`config.mk`:
```
export PLATFORM = sky130hd
export DESIGN_NAME = sdm_top
export DESIGN_NICKNAME = d
export VERILOG_FILES = /design/src/sdm_pkg.sv /design/src/sdm_cmd_if.sv /design/src/sdm_burst_split.sv /design/src/sdm_top.sv
export SDC_FILE = /design/constraint.sdc
export NUM_CORES = 1
export LEC_CHECK = 0
export BUFFER_PORTS_ARGS = -buffer_cell sky130_fd_sc_hd__buf_2
export CELL_PAD_IN_SITES_DETAIL_PLACEMENT = 1
export CELL_PAD_IN_SITES_GLOBAL_PLACEMENT = 1
export CORE_MARGIN = 2
export CORE_UTILIZATION = 39
export DETAILED_ROUTE_END_ITERATION = 8
export PLACE_DENSITY = 0.88
export SLEW_MARGIN = 15
export SYNTH_ARGS = -nofsm -noshare
export SYNTH_HDL_FRONTEND = slang
export SYNTH_SLANG_ARGS = --single-unit
```
`constraint.sdc`:
```
create_clock -name CLK -period 3.4 [get_ports CLK]
set_input_delay 0.68 -clock CLK [delete_from_list [all_inputs] [get_ports CLK]]
set_output_delay 0.68 -clock CLK [all_outputs]
set_load 0.05 [all_outputs]
```
`src/sdm_pkg.sv`:
```
// shared constants for the stream memory dma option core
package sdm_pkg;
  localparam logic [31:0] OFF_CTRL      = 32'h00;
  localparam logic [31:0] OFF_STATUS    = 32'h04;
  localparam logic [31:0] OFF_RD_ADDR   = 32'h08;
  localparam logic [31:0] OFF_RD_LEN    = 32'h0c;
  localparam logic [31:0] OFF_WR_ADDR   = 32'h10;
  localparam logic [31:0] OFF_WR_LEN    = 32'h14;
  localparam logic [31:0] OFF_TICKS     = 32'h18;
  localparam logic [31:0] OFF_CONFIG    = 32'h1c;
  // control register fields
  localparam int          CTRL_TICK_EN  = 0;
  localparam int          CTRL_SOF      = 1;
  localparam int          CTRL_W        = 2;
  localparam logic [1:0]  RST_CTRL      = 2'h0;
  // status: live busy bits, then sticky flags
  localparam int          ST_RD_BUSY    = 0;
  localparam int          ST_WR_BUSY    = 1;
  localparam int          ST_STK_BASE   = 2;
  localparam int          STK_RD_DONE   = 0;
  localparam int          STK_WR_DONE   = 1;
  localparam int          STK_RD_ALIGN  = 2;
  localparam int          STK_WR_ALIGN  = 3;
  localparam int          STK_FRAME_END = 4;
  localparam int          STK_W         = 5;
  localparam logic [4:0]  RST_STK       = 5'h00;
  // config readback fields
  localparam int          CFG_FLAGS_W   = 5;
  localparam int          CFG_LEN_LSB   = 8;
  localparam logic [31:0] RST_WORD      = 32'h0;
  localparam logic [1:0]  RESP_OKAY     = 2'h0;
  localparam logic [1:0]  RESP_SLVERR   = 2'h2;
  // documented defaults and limits
  localparam int          DEF_LEN_W     = 14;
  localparam int          DEF_DLY_RES   = 125;
  localparam int          DEF_MM_W      = 32;
  localparam int          DEF_STRM_W    = 32;
  localparam int          DEF_MAX_BURST = 16;
  localparam int          REALIGN_MAX_W = 64;
  localparam int          BEATS_W       = 9;
  localparam int          OFS_W         = 3;
endpackage

```
`src/sdm_cmd_if.sv`:
```
// command handshake between register side and a burst splitter
`timescale 1ns/100ps
`default_nettype none
interface sdm_cmd_if #(
  parameter int LW = sdm_pkg::DEF_LEN_W
);
  logic                         start;
  logic [31:0]                  addr;
  logic [LW-1:0]                len;
  logic                         busy;
  logic                         done;
  logic                         align_err;
  logic [31:0]                  cmd_addr;
  logic [sdm_pkg::BEATS_W-1:0]  cmd_beats;
  logic                         cmd_valid;
  logic                         cmd_ready;
  logic [sdm_pkg::OFS_W-1:0]    ofs;
  modport ctl (output start, addr, len, cmd_ready, input busy, done,
               align_err, cmd_addr, cmd_beats, cmd_valid, ofs);
  modport eng (input start, addr, len, cmd_ready, output busy, done,
               align_err, cmd_addr, cmd_beats, cmd_valid, ofs);
endinterface
`default_nettype wire

```
`src/sdm_burst_split.sv`:
```
// burst splitter: one channel's transfer cut into bounded bursts
`timescale 1ns/100ps
`default_nettype none
module sdm_burst_split #(
  parameter int MM_W      = sdm_pkg::DEF_MM_W,
  parameter int STRM_W    = sdm_pkg::DEF_STRM_W,
  parameter int MAX_BURST = sdm_pkg::DEF_MAX_BURST,
  parameter int LEN_W     = sdm_pkg::DEF_LEN_W,
  parameter int REALIGN   = 1
) (
  input wire logic clk,
  input wire logic resetn,
  sdm_cmd_if.eng   port
);
  localparam int          BPB   = MM_W / 8;
  localparam int          BSH   = $clog2(BPB);
  localparam int          RW    = LEN_W + 2;
  localparam int          BW    = sdm_pkg::BEATS_W;
  localparam int          OW    = sdm_pkg::OFS_W;
  localparam logic [31:0] BMASK = 32'(BPB - 1);
  localparam logic [31:0] SMASK = 32'(STRM_W / 8 - 1);
  // realigner exists only for narrow streams
  localparam bit REAL_OK = (REALIGN != 0)
                        && (STRM_W <= sdm_pkg::REALIGN_MAX_W);

  typedef enum logic {SPL_IDLE, SPL_ISSUE} sdm_spl_t;

  sdm_spl_t          state_q;
  logic [RW-1:0]     rem_q, total, left;
  logic [31:0]       cur_q, nxt;
  logic [BW-1:0]     beats_q;
  logic [OW-1:0]     ofs_q;
  logic              valid_q, done_q, err_q, misalign, take, last;

  function automatic logic [BW-1:0] cap(input logic [RW-1:0] n);
    cap = (n > RW'(MAX_BURST)) ? BW'(MAX_BURST) : BW'(n);
  endfunction

  function automatic bit mm_ok(input int w);
    mm_ok = (w == 32) || (w == 64) || (w == 128) || (w == 256)
         || (w == 512) || (w == 1024);
  endfunction

  function automatic bit strm_ok(input int w, input int mm);
    strm_ok = ((w == 8) || (w == 16) || (w == 32) || (w == 64)
            || (w == 128) || (w == 512) || (w == 1024)) && (w <= mm);
  endfunction

  // aligned means a multiple of the stream width in bytes
  assign misalign = !REAL_OK && ((port.addr & SMASK) != 32'h0);
  // offset bytes count into the first beat
  assign total = (RW'(port.len) + RW'(port.addr & BMASK)
               + RW'(BPB - 1)) >> BSH;
  assign take  = valid_q && port.cmd_ready;
  assign left  = rem_q - RW'(beats_q);
  assign last  = (left == '0);
  assign nxt   = (cur_q & ~BMASK) + (32'(beats_q) << BSH);

  always_ff @(posedge clk) begin
    if (!resetn) begin
      state_q <= SPL_IDLE;
      rem_q   <= '0;
      cur_q   <= '0;
      beats_q <= '0;
      ofs_q   <= '0;
      valid_q <= 1'b0;
      done_q  <= 1'b0;
      err_q   <= 1'b0;
    end else begin
      done_q <= 1'b0;
      err_q  <= 1'b0;
      case (state_q)
        SPL_IDLE: begin
          if (port.start && misalign) begin
            err_q <= 1'b1;
          end else if (port.start && total == '0) begin
            done_q <= 1'b1;
          end else if (port.start) begin
            state_q <= SPL_ISSUE;
            rem_q   <= total;
            cur_q   <= port.addr;
            beats_q <= cap(total);
            valid_q <= 1'b1;
            ofs_q   <= REAL_OK ? OW'(port.addr & SMASK) : '0;
          end
        end
        SPL_ISSUE: begin
          if (take && last) begin
            state_q <= SPL_IDLE;
            valid_q <= 1'b0;
            done_q  <= 1'b1;
          end else if (take) begin
            rem_q   <= left;
            cur_q   <= nxt;
            beats_q <= cap(left);
          end
        end
        default: state_q <= SPL_IDLE;
      endcase
    end
  end

  assign port.busy      = (state_q == SPL_ISSUE);
  assign port.done      = done_q;
  assign port.align_err = err_q;
  assign port.cmd_addr  = cur_q;
  assign port.cmd_beats = beats_q;
  assign port.cmd_valid = valid_q;
  assign port.ofs       = ofs_q;
endmodule
`default_nettype wire

```
`src/sdm_top.sv`:
```
// dma option core: register slave, burst commands, delay timer
//
// The address map and register access over AXI4-Lite were chosen for this implementation.
`timescale 1ns/100ps
`default_nettype none
// Notes on behaviour
// - no descriptor engine: its outputs held zero
// - frame-start read sends control-stream user words
// - status packet ends write with frame-end flag
// - side streams exist only with descriptor engine
// - length width limits all length fields
// - delay tick every N clock cycles
// - simple mode never uses the delay interrupt
// - disabled read channel: outputs zero, inputs ignored
// - disabled write channel: outputs zero, inputs ignored
// - only the listed bus widths are legal
// - read realigner shifts first fetched byte out
// - write realigner stores first byte at offset
// - aligned means multiple of stream byte width
// - realign only up to 64-bit streams
// - bursts never exceed configured beat maximum
// - receive length commands exact write byte count
// - receive length removes store-and-forward buffering
module sdm_top #(
  parameter int SG_EN        = 1,
  parameter int SIDE_EN      = 1,
  parameter int USE_RXLEN    = 1,
  parameter int LEN_W        = sdm_pkg::DEF_LEN_W,
  parameter int DLY_RES      = sdm_pkg::DEF_DLY_RES,
  parameter int RD_EN        = 1,
  parameter int RD_MM_W      = sdm_pkg::DEF_MM_W,
  parameter int RD_STRM_W    = sdm_pkg::DEF_STRM_W,
  parameter int RD_REALIGN   = 1,
  parameter int RD_MAX_BURST = sdm_pkg::DEF_MAX_BURST,
  parameter int WR_EN        = 1,
  parameter int WR_MM_W      = sdm_pkg::DEF_MM_W,
  parameter int WR_STRM_W    = sdm_pkg::DEF_STRM_W,
  parameter int WR_REALIGN   = 1,
  parameter int WR_MAX_BURST = sdm_pkg::DEF_MAX_BURST
) (
  input  wire logic        CLK,
  input  wire logic        RESETN,
  input  wire logic [31:0] AWADDR,
  input  wire logic        AWVALID,
  output logic             AWREADY,
  input  wire logic [31:0] WDATA,
  input  wire logic [3:0]  WSTRB,
  input  wire logic        WVALID,
  output logic             WREADY,
  output logic [1:0]       BRESP,
  output logic             BVALID,
  input  wire logic        BREADY,
  input  wire logic [31:0] ARADDR,
  input  wire logic        ARVALID,
  output logic             ARREADY,
  output logic [31:0]      RDATA,
  output logic [1:0]       RRESP,
  output logic             RVALID,
  input  wire logic        RREADY,
  output logic [31:0]      RD_CMD_ADDR,
  output logic [8:0]       RD_CMD_BEATS,
  output logic             RD_CMD_VALID,
  input  wire logic        RD_CMD_READY,
  output logic [2:0]       RD_REALIGN_OFS,
  output logic [31:0]      WR_CMD_ADDR,
  output logic [8:0]       WR_CMD_BEATS,
  output logic             WR_CMD_VALID,
  input  wire logic        WR_CMD_READY,
  output logic [2:0]       WR_REALIGN_OFS,
  input  wire logic        STS_VALID,
  input  wire logic [31:0] STS_WORD4,
  output logic             CNTL_SEND,
  output logic             DELAY_TICK
);
  // options are generics only; nothing here changes them at run time
  localparam bit SG_OK    = (SG_EN != 0);
  localparam bit SIDE_OK  = SG_OK && (SIDE_EN != 0);
  localparam bit RXLEN_OK = SIDE_OK && (USE_RXLEN != 0) && (WR_EN != 0);
  localparam int DW       = $clog2(DLY_RES + 1);
  localparam int SW       = sdm_pkg::STK_W;

  function automatic logic hit(input logic [31:0] a,
                               input logic [31:0] off);
    hit = (a[31:2] == off[31:2]);
  endfunction

  function automatic logic [31:0] merge(input logic [31:0] old,
                                        input logic [31:0] nw,
                                        input logic [3:0]  be);
    for (int i = 0; i < 4; i++) begin
      merge[8*i +: 8] = be[i] ? nw[8*i +: 8] : old[8*i +: 8];
    end
  endfunction

  // bus slave state
  logic                awready_q, wready_q, bvalid_q, arready_q, rvalid_q;
  logic                aw_full_q, w_full_q, aw_full_d, w_full_d, rvalid_d;
  logic [1:0]          bresp_q, rresp_q;
  logic [31:0]         aw_addr_q, w_data_q, rdata_q, rd_mux;
  logic [3:0]          w_strb_q;
  logic                wr_fire, aw_take, w_take, ar_take, w_any, ar_any;
  logic                w_ctrl, w_stat, w_rda, w_rdl, w_wra, w_wrl;
  // block state
  logic [sdm_pkg::CTRL_W-1:0] ctrl_q;
  logic [SW-1:0]       stk_q, stk_set, stk_clr;
  logic [31:0]         rd_addr_q, wr_addr_q, ticks_q, rdl_new, wrl_new;
  logic [31:0]         cfg_word, ctrl_new;
  logic [LEN_W-1:0]    rd_len_q, wr_len_q, sts_len;
  logic                rd_start_q, wr_start_q, cntl_q, tick_q, sts_take;
  logic                tick_en, div_last;
  logic [DW-1:0]       div_q;
  sdm_cmd_if #(.LW(LEN_W)) rd_if ();
  sdm_cmd_if #(.LW(LEN_W)) wr_if ();
  // write address and data may arrive in either order
  assign aw_take   = AWVALID && awready_q;
  assign w_take    = WVALID && wready_q;
  assign ar_take   = ARVALID && arready_q;
  assign wr_fire   = aw_full_q && w_full_q && !bvalid_q;
  assign aw_full_d = aw_take || (aw_full_q && !(bvalid_q && BREADY));
  assign w_full_d  = w_take || (w_full_q && !(bvalid_q && BREADY));
  assign rvalid_d  = ar_take || (rvalid_q && !RREADY);
  assign w_ctrl = wr_fire && hit(aw_addr_q, sdm_pkg::OFF_CTRL);
  assign w_stat = wr_fire && hit(aw_addr_q, sdm_pkg::OFF_STATUS);
  assign w_rda  = wr_fire && hit(aw_addr_q, sdm_pkg::OFF_RD_ADDR);
  assign w_rdl  = wr_fire && hit(aw_addr_q, sdm_pkg::OFF_RD_LEN);
  assign w_wra  = wr_fire && hit(aw_addr_q, sdm_pkg::OFF_WR_ADDR);
  assign w_wrl  = wr_fire && hit(aw_addr_q, sdm_pkg::OFF_WR_LEN);
  assign w_any  = aw_addr_q[31:5] == '0;
  assign ar_any = ARADDR[31:5] == '0;
  assign cfg_word = (32'(LEN_W) << sdm_pkg::CFG_LEN_LSB)
                  | 32'({WR_EN != 0, RD_EN != 0, RXLEN_OK, SIDE_OK, SG_OK});
  assign rd_mux =
    hit(ARADDR, sdm_pkg::OFF_CTRL)    ? 32'(ctrl_q) :
    hit(ARADDR, sdm_pkg::OFF_STATUS)  ? 32'({stk_q, wr_if.busy, rd_if.busy}) :
    hit(ARADDR, sdm_pkg::OFF_RD_ADDR) ? rd_addr_q :
    hit(ARADDR, sdm_pkg::OFF_RD_LEN)  ? 32'(rd_len_q) :
    hit(ARADDR, sdm_pkg::OFF_WR_ADDR) ? wr_addr_q :
    hit(ARADDR, sdm_pkg::OFF_WR_LEN)  ? 32'(wr_len_q) :
    hit(ARADDR, sdm_pkg::OFF_TICKS)   ? ticks_q :
    hit(ARADDR, sdm_pkg::OFF_CONFIG)  ? cfg_word : sdm_pkg::RST_WORD;
  always_ff @(posedge CLK) begin
    if (!RESETN) begin
      aw_full_q <= 1'b0;
      w_full_q  <= 1'b0;
      awready_q <= 1'b0;
      wready_q  <= 1'b0;
      bvalid_q  <= 1'b0;
      bresp_q   <= sdm_pkg::RESP_OKAY;
      aw_addr_q <= sdm_pkg::RST_WORD;
      w_data_q  <= sdm_pkg::RST_WORD;
      w_strb_q  <= '0;
    end else begin
      aw_full_q <= aw_full_d;
      w_full_q  <= w_full_d;
      awready_q <= !aw_full_d;
      wready_q  <= !w_full_d;
      bvalid_q  <= wr_fire || (bvalid_q && !BREADY);
      bresp_q   <= !wr_fire ? bresp_q :
                   w_any ? sdm_pkg::RESP_OKAY : sdm_pkg::RESP_SLVERR;
      aw_addr_q <= aw_take ? AWADDR : aw_addr_q;
      w_data_q  <= w_take ? WDATA : w_data_q;
      w_strb_q  <= w_take ? WSTRB : w_strb_q;
    end
  end
  always_ff @(posedge CLK) begin
    if (!RESETN) begin
      arready_q <= 1'b0;
      rvalid_q  <= 1'b0;
      rdata_q   <= sdm_pkg::RST_WORD;
      rresp_q   <= sdm_pkg::RESP_OKAY;
    end else begin
      arready_q <= !rvalid_d;
      rvalid_q  <= rvalid_d;
      rdata_q   <= ar_take ? rd_mux : rdata_q;
      rresp_q   <= !ar_take ? rresp_q :
                   ar_any ? sdm_pkg::RESP_OKAY : sdm_pkg::RESP_SLVERR;
    end
  end

  // lengths keep only the configured number of bits
  assign rdl_new = merge(32'(rd_len_q), w_data_q, w_strb_q);
  assign wrl_new = merge(32'(wr_len_q), w_data_q, w_strb_q);
  assign ctrl_new = merge(32'(ctrl_q), w_data_q, w_strb_q);
  assign sts_len = STS_WORD4[LEN_W-1:0];
  // status word four starts the write with no packet collection
  assign sts_take = RXLEN_OK && STS_VALID && !wr_if.busy
                 && !wr_start_q && !w_wrl;
  assign stk_clr = {SW{w_stat && w_strb_q[0]}}
                 & w_data_q[sdm_pkg::ST_STK_BASE +: SW];
  always_comb begin
    stk_set = '0;
    stk_set[sdm_pkg::STK_RD_DONE]   = rd_if.done;
    stk_set[sdm_pkg::STK_WR_DONE]   = wr_if.done;
    stk_set[sdm_pkg::STK_RD_ALIGN]  = rd_if.align_err;
    stk_set[sdm_pkg::STK_WR_ALIGN]  = wr_if.align_err;
    stk_set[sdm_pkg::STK_FRAME_END] = SIDE_OK && wr_if.done;
  end
  always_ff @(posedge CLK) begin
    if (!RESETN) begin
      ctrl_q     <= sdm_pkg::RST_CTRL;
      stk_q      <= sdm_pkg::RST_STK;
      rd_addr_q  <= sdm_pkg::RST_WORD;
      wr_addr_q  <= sdm_pkg::RST_WORD;
      rd_len_q   <= '0;
      wr_len_q   <= '0;
      rd_start_q <= 1'b0;
      wr_start_q <= 1'b0;
      cntl_q     <= 1'b0;
    end else begin
      ctrl_q    <= w_ctrl ? ctrl_new[sdm_pkg::CTRL_W-1:0] : ctrl_q;
      // a new event beats a clear in the same cycle
      stk_q     <= (stk_q & ~stk_clr) | stk_set;
      rd_addr_q <= w_rda ? merge(rd_addr_q, w_data_q, w_strb_q) : rd_addr_q;
      wr_addr_q <= w_wra ? merge(wr_addr_q, w_data_q, w_strb_q) : wr_addr_q;
      // length writes during a transfer are dropped
      rd_len_q  <= (w_rdl && !rd_if.busy) ? rdl_new[LEN_W-1:0]
                                          : rd_len_q;
      wr_len_q  <= (w_wrl && !wr_if.busy) ? wrl_new[LEN_W-1:0] :
                   sts_take ? sts_len : wr_len_q;
      rd_start_q <= w_rdl && !rd_if.busy && (RD_EN != 0);
      wr_start_q <= ((w_wrl && !wr_if.busy) || sts_take)
                 && (WR_EN != 0);
      cntl_q     <= SIDE_OK && rd_start_q
                 && ctrl_q[sdm_pkg::CTRL_SOF];
    end
  end
  // delay timer only runs with the descriptor engine present
  assign tick_en  = SG_OK && ctrl_q[sdm_pkg::CTRL_TICK_EN];
  assign div_last = div_q == DW'(DLY_RES - 1);
  always_ff @(posedge CLK) begin
    if (!RESETN) begin
      div_q   <= '0;
      tick_q  <= 1'b0;
      ticks_q <= sdm_pkg::RST_WORD;
    end else begin
      div_q   <= (!tick_en || div_last) ? '0 : div_q + DW'(1);
      tick_q  <= tick_en && div_last;
      ticks_q <= ticks_q + 32'(tick_q);
    end
  end
  assign rd_if.start     = rd_start_q;
  assign rd_if.addr      = rd_addr_q;
  assign rd_if.len       = rd_len_q;
  assign rd_if.cmd_ready = RD_CMD_READY;
  assign wr_if.start     = wr_start_q;
  assign wr_if.addr      = wr_addr_q;
  assign wr_if.len       = wr_len_q;
  assign wr_if.cmd_ready = WR_CMD_READY;
  generate
    if (RD_EN != 0) begin : g_rd
      sdm_burst_split #(
        .MM_W      (RD_MM_W),
        .STRM_W    (RD_STRM_W),
        .MAX_BURST (RD_MAX_BURST),
        .LEN_W     (LEN_W),
        .REALIGN   (RD_REALIGN)
      ) u_rd (
        .clk    (CLK),
        .resetn (RESETN),
        .port   (rd_if.eng)
      );
    end else begin : g_rd_off
      assign {rd_if.busy, rd_if.done, rd_if.align_err, rd_if.cmd_addr,
              rd_if.cmd_beats, rd_if.cmd_valid, rd_if.ofs} = '0;
    end
    if (WR_EN != 0) begin : g_wr
      sdm_burst_split #(
        .MM_W      (WR_MM_W),
        .STRM_W    (WR_STRM_W),
        .MAX_BURST (WR_MAX_BURST),
        .LEN_W     (LEN_W),
        .REALIGN   (WR_REALIGN)
      ) u_wr (
        .clk    (CLK),
        .resetn (RESETN),
        .port   (wr_if.eng)
      );
    end else begin : g_wr_off
      assign {wr_if.busy, wr_if.done, wr_if.align_err, wr_if.cmd_addr,
              wr_if.cmd_beats, wr_if.cmd_valid, wr_if.ofs} = '0;
    end
  endgenerate
  assign AWREADY        = awready_q;
  assign WREADY         = wready_q;
  assign BVALID         = bvalid_q;
  assign BRESP          = bresp_q;
  assign ARREADY        = arready_q;
  assign RVALID         = rvalid_q;
  assign RDATA          = rdata_q;
  assign RRESP          = rresp_q;
  assign RD_CMD_ADDR    = rd_if.cmd_addr;
  assign RD_CMD_BEATS   = rd_if.cmd_beats;
  assign RD_CMD_VALID   = rd_if.cmd_valid;
  assign RD_REALIGN_OFS = rd_if.ofs;
  assign WR_CMD_ADDR    = wr_if.cmd_addr;
  assign WR_CMD_BEATS   = wr_if.cmd_beats;
  assign WR_CMD_VALID   = wr_if.cmd_valid;
  assign WR_REALIGN_OFS = wr_if.ofs;
  // descriptor-engine side outputs stay zero when it is absent
  assign CNTL_SEND      = cntl_q;
  assign DELAY_TICK     = tick_q;
endmodule
`default_nettype wire

```
## After elaboration in Yosys (flattened, before gate mapping)

Cells that the tools add are included.

| word-level totals | value |
|---|---|
| flip-flop bits (word level) | 377 |
| latch bits | 0 |
| bits in writable memories | 0 |
| bits in read-only memories | 0 |
| input bits | 142 |
| output and inout port bits | 133 |
| memories | 0 |

| operators by class | value |
|---|---|
| add/sub/neg operators | 10 |
| multiply operators | 0 |
| div/mod/pow operators | 0 |
| magnitude comparators | 4 |
| eq/ne operators | 25 |
| shift-type cells | 0 |
| mux-type cells | 70 |
| bitwise gates (word level) | 9 |
| reduce and logical (&&, ||, !) cells | 77 |

Operators by type and width:

| kind | number |
|---|---|
| 32-bit two-way mux | 15 |
| 30-bit by 3-bit equality test with 1-bit output (second input constant) | 6 |
| 16-bit two-way mux | 8 |
| 32-bit one-hot mux with 2 select lines | 2 |
| 30-bit by 2-bit equality test with 1-bit output (second input constant) | 4 |
| 9-bit two-way mux | 12 |
| 32-bit by 11-bit adder with 32-bit output | 2 |
| 16-bit logical NOT | 4 |
| 16-bit one-hot mux with 2 select lines | 2 |
| 30-bit by 1-bit equality test with 1-bit output (second input constant) | 2 |
| 30-bit logical NOT | 2 |
| 27-bit logical NOT | 2 |
| 9-bit one-hot mux with 2 select lines | 2 |
| 16-bit by 2-bit adder with 16-bit output (second input constant) | 2 |
| 32-bit by 1-bit adder with 32-bit output | 1 |
| 16-bit by 5-bit greater-than comparator with 1-bit output (second input constant) | 2 |
| 16-bit by 9-bit subtractor with 16-bit output | 2 |
| 14-bit by 2-bit adder with 15-bit output | 2 |
| 1-bit logical AND | 30 |
| 14-bit by 5-bit greater-than comparator with 1-bit output (second input constant) | 2 |
| 14-bit two-way mux | 2 |
| 2-bit AND reduction | 13 |
| 2-bit != test (second input constant) | 12 |
| 1-bit two-way mux | 16 |
| 17 further kinds | 48 |

## Longest topological paths before layout

Gate-level depths: netlist of the first run.

| logic depth | value |
|---|---|
| depth after elaboration | 9 |
| mapped depth | 14 |
| mapped depth without buffers | 13 |

## Cells and area by module

A second synthesis of the first run with hierarchy kept.

| second synthesis, totals | value |
|---|---|
| cells, all modules | 2434 |
| area total of the unflattened synthesis | 20171.8 um^2 |

Modules (own cells, without submodules):

| module | instances | cells each | area an instance (um^2) |
|---|---|---|---|
| sdm_top | 1 | 1216 | 10582.6 |
| sdm_burst_split (g_rd.u_rd) | 1 | 610 | 4798.4 |
| sdm_burst_split (g_wr.u_wr) | 1 | 608 | 4790.8 |

## Worst setup path after synthesis of the first run

Ideal clock, no wire load.

| timing | value |
|---|---|
| kind | register to register |
| from | register g_rd.u_rd.beats_q[4], in the netlist g_rd.u_rd.port.cmd_beats[4] |
| to | register g_rd.u_rd.cur_q[20], in the netlist g_rd.u_rd.port.cmd_addr[20] |
| setup time | 0.119 ns |
| arrival | 3.717 ns |
| data required time | 3.281 ns |
| setup slack | -0.436 ns |
| stages on the path, launching flop included | 14 |
| clock period less this slack | 3.836 ns |
| path through | dfxtp_1 > inv_1 > ha_1 > a21o_1 > a211o_1 > o22ai_1 > o21ai_0 > or4b_2 > a31oi_1 > and4_1 > o21a_1 > buf_2 > a21oi_1 > o221a_2 |

| on the way | value |
|---|---|
| longest elaborated chain between the ends | 5 |
| elaborated cells on any way between the ends | 9 |

Ends and longest elaborated chain:

| what | RTL line | text |
|---|---|---|
| start, declared | sdm_burst_split.sv:31 | `logic [BW-1:0] beats_q;` |
| start signal, assigned | sdm_burst_split.sv:82 | `beats_q <= cap(total);` |
| start signal, assigned | sdm_burst_split.sv:95 | `beats_q <= cap(left);` |
| 16-bit by 9-bit subtractor with 16-bit output | sdm_burst_split.sv:55 | `assign left = rem_q - RW'(beats_q);` |
| 16-bit logical NOT | sdm_burst_split.sv:56 | `assign last = (left == '0);` |
| 1-bit logical AND | sdm_burst_split.sv:88 | `if (take && last) begin` |
| 2-bit != test (no line) | - |  |
| 4-bit AND reduction (no line) | - |  |
| end signal, assigned | sdm_burst_split.sv:81 | `cur_q <= port.addr;` |
| end signal, assigned | sdm_burst_split.sv:94 | `cur_q <= nxt;` |
| end, declared | sdm_burst_split.sv:30 | `logic [31:0] cur_q, nxt;` |

Parallel ways exist; a longest one is shown, timed or not. The select of a mux whose other input is x is not followed.
A chain may end at the register's enable or synchronous reset.

## Worst setup path after layout of the first run

| timing | value |
|---|---|
| from | register rd_addr_q[1] |
| to | register g_rd.u_rd.cur_q[10], in the netlist g_rd.u_rd.port.cmd_addr[10] |

| on the way | value |
|---|---|
| longest elaborated chain between the ends | 6 |

Ends and longest elaborated chain:

| what | RTL line | text |
|---|---|---|
| start, declared | sdm_top.sv:106 | `logic [31:0] rd_addr_q, wr_addr_q, ticks_q, rdl_new, wrl_new;` |
| start signal, assigned | sdm_top.sv:202 | `rd_addr_q <= sdm_pkg::RST_WORD;` |
| start signal, assigned | sdm_top.sv:213 | `rd_addr_q <= w_rda ? merge(rd_addr_q, w_data_q, w_strb_q) : rd_addr_q;` |
| 14-bit by 2-bit adder with 15-bit output | sdm_burst_split.sv:52 | `assign total = (RW'(port.len) + RW'(port.addr & BMASK)` |
| 16-bit by 2-bit adder with 16-bit output | sdm_burst_split.sv:53 | `+ RW'(BPB - 1)) >> BSH;` |
| 16-bit logical NOT | sdm_burst_split.sv:76 | `end else if (port.start && total == '0) begin` |
| 1-bit logical AND | sdm_burst_split.sv:76 |  |
| 2-bit != test (no line) | - |  |
| 4-bit AND reduction (no line) | - |  |

Every way passes these cells.

==> results.cfg, run 1 <==
[layout]
regArea_sq_um = 7490
fin_nets = 2978
n_fill_cell = 5980
finalInstanceArea_sq_um = 24300
area_growth_pct = 25.6
layout-drive-gt1-share_pct = 22.0
multiInputGateArea_sq_um = 11500
layoutNonFillerInstCount = 3486
fin_util_pct = 49.6

[timing]
slew_viol_final = 0
holdWs_ps = 328
fin_tns_setup_ps = -4700
worst_slew_pin_slew_ps = 1050
relSlewSlack_pct = 29.7
min_period_ps = 3580
rsz0062_at_grt = true
finalCritPeriodShare_pct = 105
final_hold_viol_count = 0
worst_slack_ps = -178
final.setup_skew_ps = 26.0
fmax_mhz = 279
setup_violations = 52

[floorplanning]
io_pins = 275
die_w_um = 227
std_cell_rows = 81
core_area_sq_um = 49100
initial_utilization_pct = 39.5
die_area_sq_um = 51500
die_h_um = 227

[synth]
synth_area_leaders = dfxtp_1, nand2_1, a21oi_1
syn_area_per_cell_sq_um = 7.79
ys_seq_area_share_pct = 38.5
synthArstFlopShare_pct = 0
ys_seq_elements = 373
ys.flop_type = dfxtp_1
syn_area_sq_um = 19400
synth.most_common_cell = nand2_1
synth_common_cells = nand2_1, dfxtp_1, a21oi_1
syn_inst = 2490
synth-edff-count = 0
yosysTopAreaCell = dfxtp_1
ys.warnings.count = 0
synthDistinctLibCells = 83
synth_top_area_share_pct = 38.5

[global_route]
first_global_vias = 21100
grt_pass1_wl_um = 118000
grtUsageTotal_pct = 29.2
grt_overflow = 0
grt_antenna_before_repair = 3
grt_max_degree = 70

[detailed_routing]
drt-vias-per-instance = 6.08
vias = 21200
routedWlPerCell_um = 23.3
drt-pass1-iter-count = 9
drcViolationCount = 0
finalWirelength_um = 81300
ant_nets = 0
drtIter0Drc = 2089

[cts]
clock-sinks = 373
postCtsHoldBufs = 0
insertion_delay_ps = 590
cts_tree = done
clk_pin_slew_ps = 60
cts_max_path_buffers = 3
htree_levels = 2
cts-root-buf = clkbuf_16
cts_inserted_buffers = 42

[place]
pre_cts_ws_ps = -399
dp_hpwl_um = 55100
placed_cells = 3375
portBuffers = 248
gp_congestion = 0.910
placed_cell_area_sq_um = 22000

[setup_path]
crit_arrival_ps = 4070
crit_slowest_cell = o311ai_0
crit_chain = ha_2, a21oi_1, nor2_1, xnor2_1, o311ai_0, a211oi_1, a311o_2, o21ai_4, buf_4, buf_4, nor2_1, a211oi_1
path_max_fanout = 8
timing.setup.critical_path_class = flop to flop
slowest_delay_ps = 530
startpoint_type = flop
required_ps = 3890
worstSetupEndpointType = flop

[pwr]
p_leak_nw = 9.30
p_total_mw = 11.1
p_per_area_nw_per_um2 = 455
ir_drop_uv = 369

[outcome]
violations = setup timing
status = complete, but fails checks

[job]
max-cap-violations = 0

[min_path]
min_path_type = input port to flop
[cells by family after synthesis]
family	after synthesis	synth area share [%]
compound gates	679	22.6
xor+xnor	80	3.61
fa+ha+maj	50	3.38
buf+inv	229	4.81
flops	373	38.5
mux	55	2.89
other cells	1	0.0193
simple gates	1023	24.2
[critical path, delay by kind of cell (launching register included)]
| family | cells | cell delay (ps) |
|---|---|---|
| compound gates | 6 | 1780 |
| xor+xnor | 1 | 210 |
| fa+ha+maj | 1 | 460 |
| buf+inv | 2 | 320 |
| flops | 1 | 350 |
| simple gates | 2 | 360 |
[cell usage in the layout (no fill, tap or decap), types with 23 or more instances in the layout]
cell       count
a21oi_1      274
dfxtp_1      357
ha_1          39
o21ai_0       82
nand4_1       23
xnor2_1       37
nand3_1      135
inv_1         53
a211oi_1      66
buf_2        248
and3_1        27
nor2_1       208
xor2_1        41
and2_1        25
mux2i_1       47
nand2_1      402
nor3_1        51
buf_4        145
clkbuf_16     48
[where the power goes]
| part | leakage [nW] | switching [mW] | internal, mW |
|---|---|---|---|
| clock | 0.720 | 2.02 | 2.85 |
| combinational | 5.55 | 0.986 | 0.564 |
| sequential | 3.03 | 0.159 | 4.49 |
[what timing repair did]
item                                    in CTS  in global routing
pin swaps                                    7                 16
resized for setup                           39                 85
buffers inserted                             9                 15
endpoints found under the setup margin      80                114
gates cloned                                 0                  7
[final cells by class]
cell class	count	share of cell area (%)
inverter	55	0.879
sequential	373	30.8
clock buffer	60	5.09
antenna	3	0.0308
tap	664	3.41
timing repair buffer	422	11.7
clock inverter	17	0.879
multi-input combinational	1892	47.2
[flip-flops by register name, indices dropped and copies added (netlist names), 14 cells and up]
name	count
g_wr.u_wr.rem_q	16
RDATA	32
w_data_q	32
wr_if.len	14
g_rd.u_rd.port.cmd_addr	32
rd_if.len	14
aw_addr_q	30
ticks_q	32
g_wr.u_wr.port.cmd_addr	32
g_rd.u_rd.rem_q	16
wr_addr_q	32
rd_addr_q	32
[path summary, 6_finish.rpt]
kind | startpoint | endpoint | slack (ps) | depth (start not counted)
max | rd_addr_q[1] | g_rd.u_rd.port.cmd_addr[10] | -180 | 12
min | WDATA[2] | w_data_q[2] | 330 | 3
max reg2reg | rd_addr_q[1] | g_rd.u_rd.port.cmd_addr[10] | -180 | 12
min reg2reg | stk_q[2] | stk_q[2] | 440 | 2
[per-layer routing]
| metal | part of all wire (%) | GRT usage [%] |
|---|---|---|
| met3 | 7.8 | 4.98 |
| met1 | 40 | 36.4 |
| met2 | 47 | 49.4 |
| met4 | 5.2 | 13.2 |
| met5 | 0 | 0 |
(Power assumes the default switching activity.)
==> run 2: changes to the inputs <==
CORE_MARGIN = 8   (was 2)
==> results.cfg, run 2 (synthesis gave the netlist of run 1 again) <==
[min_path]
min_path_type = input port to flop

[cts]
cts_inserted_buffers = 42
postCtsHoldBufs = 0
clock-sinks = 373
cts_tree = done
insertion_delay_ps = 590
cts_max_path_buffers = 3
clk_pin_slew_ps = 70
cts-root-buf = clkbuf_16
htree_levels = 2

[timing]
worst_slew_pin_slew_ps = 1060
relSlewSlack_pct = 29.4
finalCritPeriodShare_pct = 107
final.setup_skew_ps = 20.0
slew_viol_final = 0
rsz0062_at_grt = true
fmax_mhz = 274
setup_violations = 57
min_period_ps = 3650
worst_slack_ps = -252
final_hold_viol_count = 0

[layout]
final_cell_mix = nand2_1, dfxtp_1, a21oi_1, buf_2, nor2_1
layout-drive-gt1-share_pct = 22.5
layoutNonFillerInstCount = 3485
fin_nets = 2979
area_growth_pct = 26.2
final_common_cell = nand2_1
n_fill_cell = 5933
fin_util_pct = 49.9
regArea_sq_um = 7490
multiInputGateArea_sq_um = 11600

[floorplanning]
std_cell_rows = 81
core_area_sq_um = 49100
initial_utilization_pct = 39.5
die_h_um = 239
io_pins = 275
die_area_sq_um = 57100
die_w_um = 239

[place]
placed_cells = 3371
gp_congestion = 0.927
dp_hpwl_um = 56100
portBuffers = 248

[job]
max-cap-violations = 0

[setup_path]
timing.setup.critical_path_class = flop to flop
crit_slowest_cell = or4_4
crit_chain = ha_1, buf_4, nand3_1, a32oi_1, or4_4, a21o_4, a311oi_4, nand2_2, o41ai_4, buf_4, nand2_8, buf_8, nor2_1, a2111oi_4
crit_buf_inv = 3
startpoint_type = flop
crit_arrival_ps = 4080
crit_path_frequent_cell = buf_4
path_max_fanout = 10
slowest_delay_ps = 480
required_ps = 3830
worstSetupEndpointType = flop
critPathTopFamily = compound AO/OA/AOI/OAI gates

[global_route]
grtUsageTotal_pct = 25.9
grt_pass1_wl_um = 119000
grt_overflow = 0
first_global_vias = 21400
grt_max_degree = 105
grt_antenna_before_repair = 7

[outcome]
status = complete, but fails checks
violations = setup timing

[detailed_routing]
drcViolationCount = 0
routedWlPerCell_um = 23.2
ant_nets = 0
drt-vias-per-instance = 6.00
finalWirelength_um = 80900
vias = 20900
drt-pass1-iter-count = 8
drtIter0Drc = 1963

[pwr]
p_leak_nw = 9.30
p_per_area_nw_per_um2 = 446
ir_drop_uv = 288
==> run 2: final timing paths <==
kind	startpoint	end	slack, ps	cells after the start
setup / recovery	wr_addr_q[0]	g_wr.u_wr.port.cmd_addr[21]	-250	14
hold / removal	WDATA[2]	w_data_q[2]	330	3
setup reg to reg	wr_addr_q[0]	g_wr.u_wr.port.cmd_addr[21]	-250	14
hold reg to reg	stk_q[3]	stk_q[3]	450	2
==> run 2: through the flow <==
step                total power, mW  hold WS [ps]  setup WS (ps)  cell area [sq um]  setup TNS [ps]
floorplan                      5.58           412           4.20              19400               0
global placement               6.03           419           -193              22000           -4140
detailed placement             6.10           435           -348              22000          -11790
CTS                            10.8           317          -64.4              23700            -652
global route                   11.2           336           -311              24500          -10550
finish                         10.9           331           -252              24500           -6430
==> run 2: worst reg2reg max path: stages (launching register included) <==
cell and delay (ps):
dfxtp_1 350, ha_1 270, buf_4 200, nand3_1 90
a32oi_1 130, or4_4 480, a21o_4 230, a311oi_4 340
nand2_2 130, o41ai_4 460, buf_4 230, nand2_8 120
buf_8 180, nor2_1 220, a2111oi_4 60
==> run 2: layout make-up <==
cell class	count	share of cell area, %
antenna	2	0.0205
clock buffer	60	5.03
clock inverter	16	0.675
inverter	55	0.875
multi-input combinational	1892	47.4
sequential	373	30.6
tap	664	3.40
timing repair buffer	423	11.9
==> run 2: repair_timing <==
item / in CTS / in global routing
resized for setup: 52 / 100
endpoints found under the setup margin: 100 / 121
cloned: 1 / 8
setup buffers: 8 / 20
pin swaps: 17 / 28
==> run 2: power by group <==
part,total (mW),switching [mW],internal [mW]
clock,4.68,1.99,2.69
combinational,1.59,1.03,0.564
sequential,4.64,0.150,4.49
==> run 2: per-layer routing <==
layer	share of wire (%)	GRT usage [%]	routed length (um)
met1	41	32.1	33000
met4	4.0	11.4	3250
met5	0.054	0	44
met3	7.4	5.42	5990
met2	48	43.3	38600
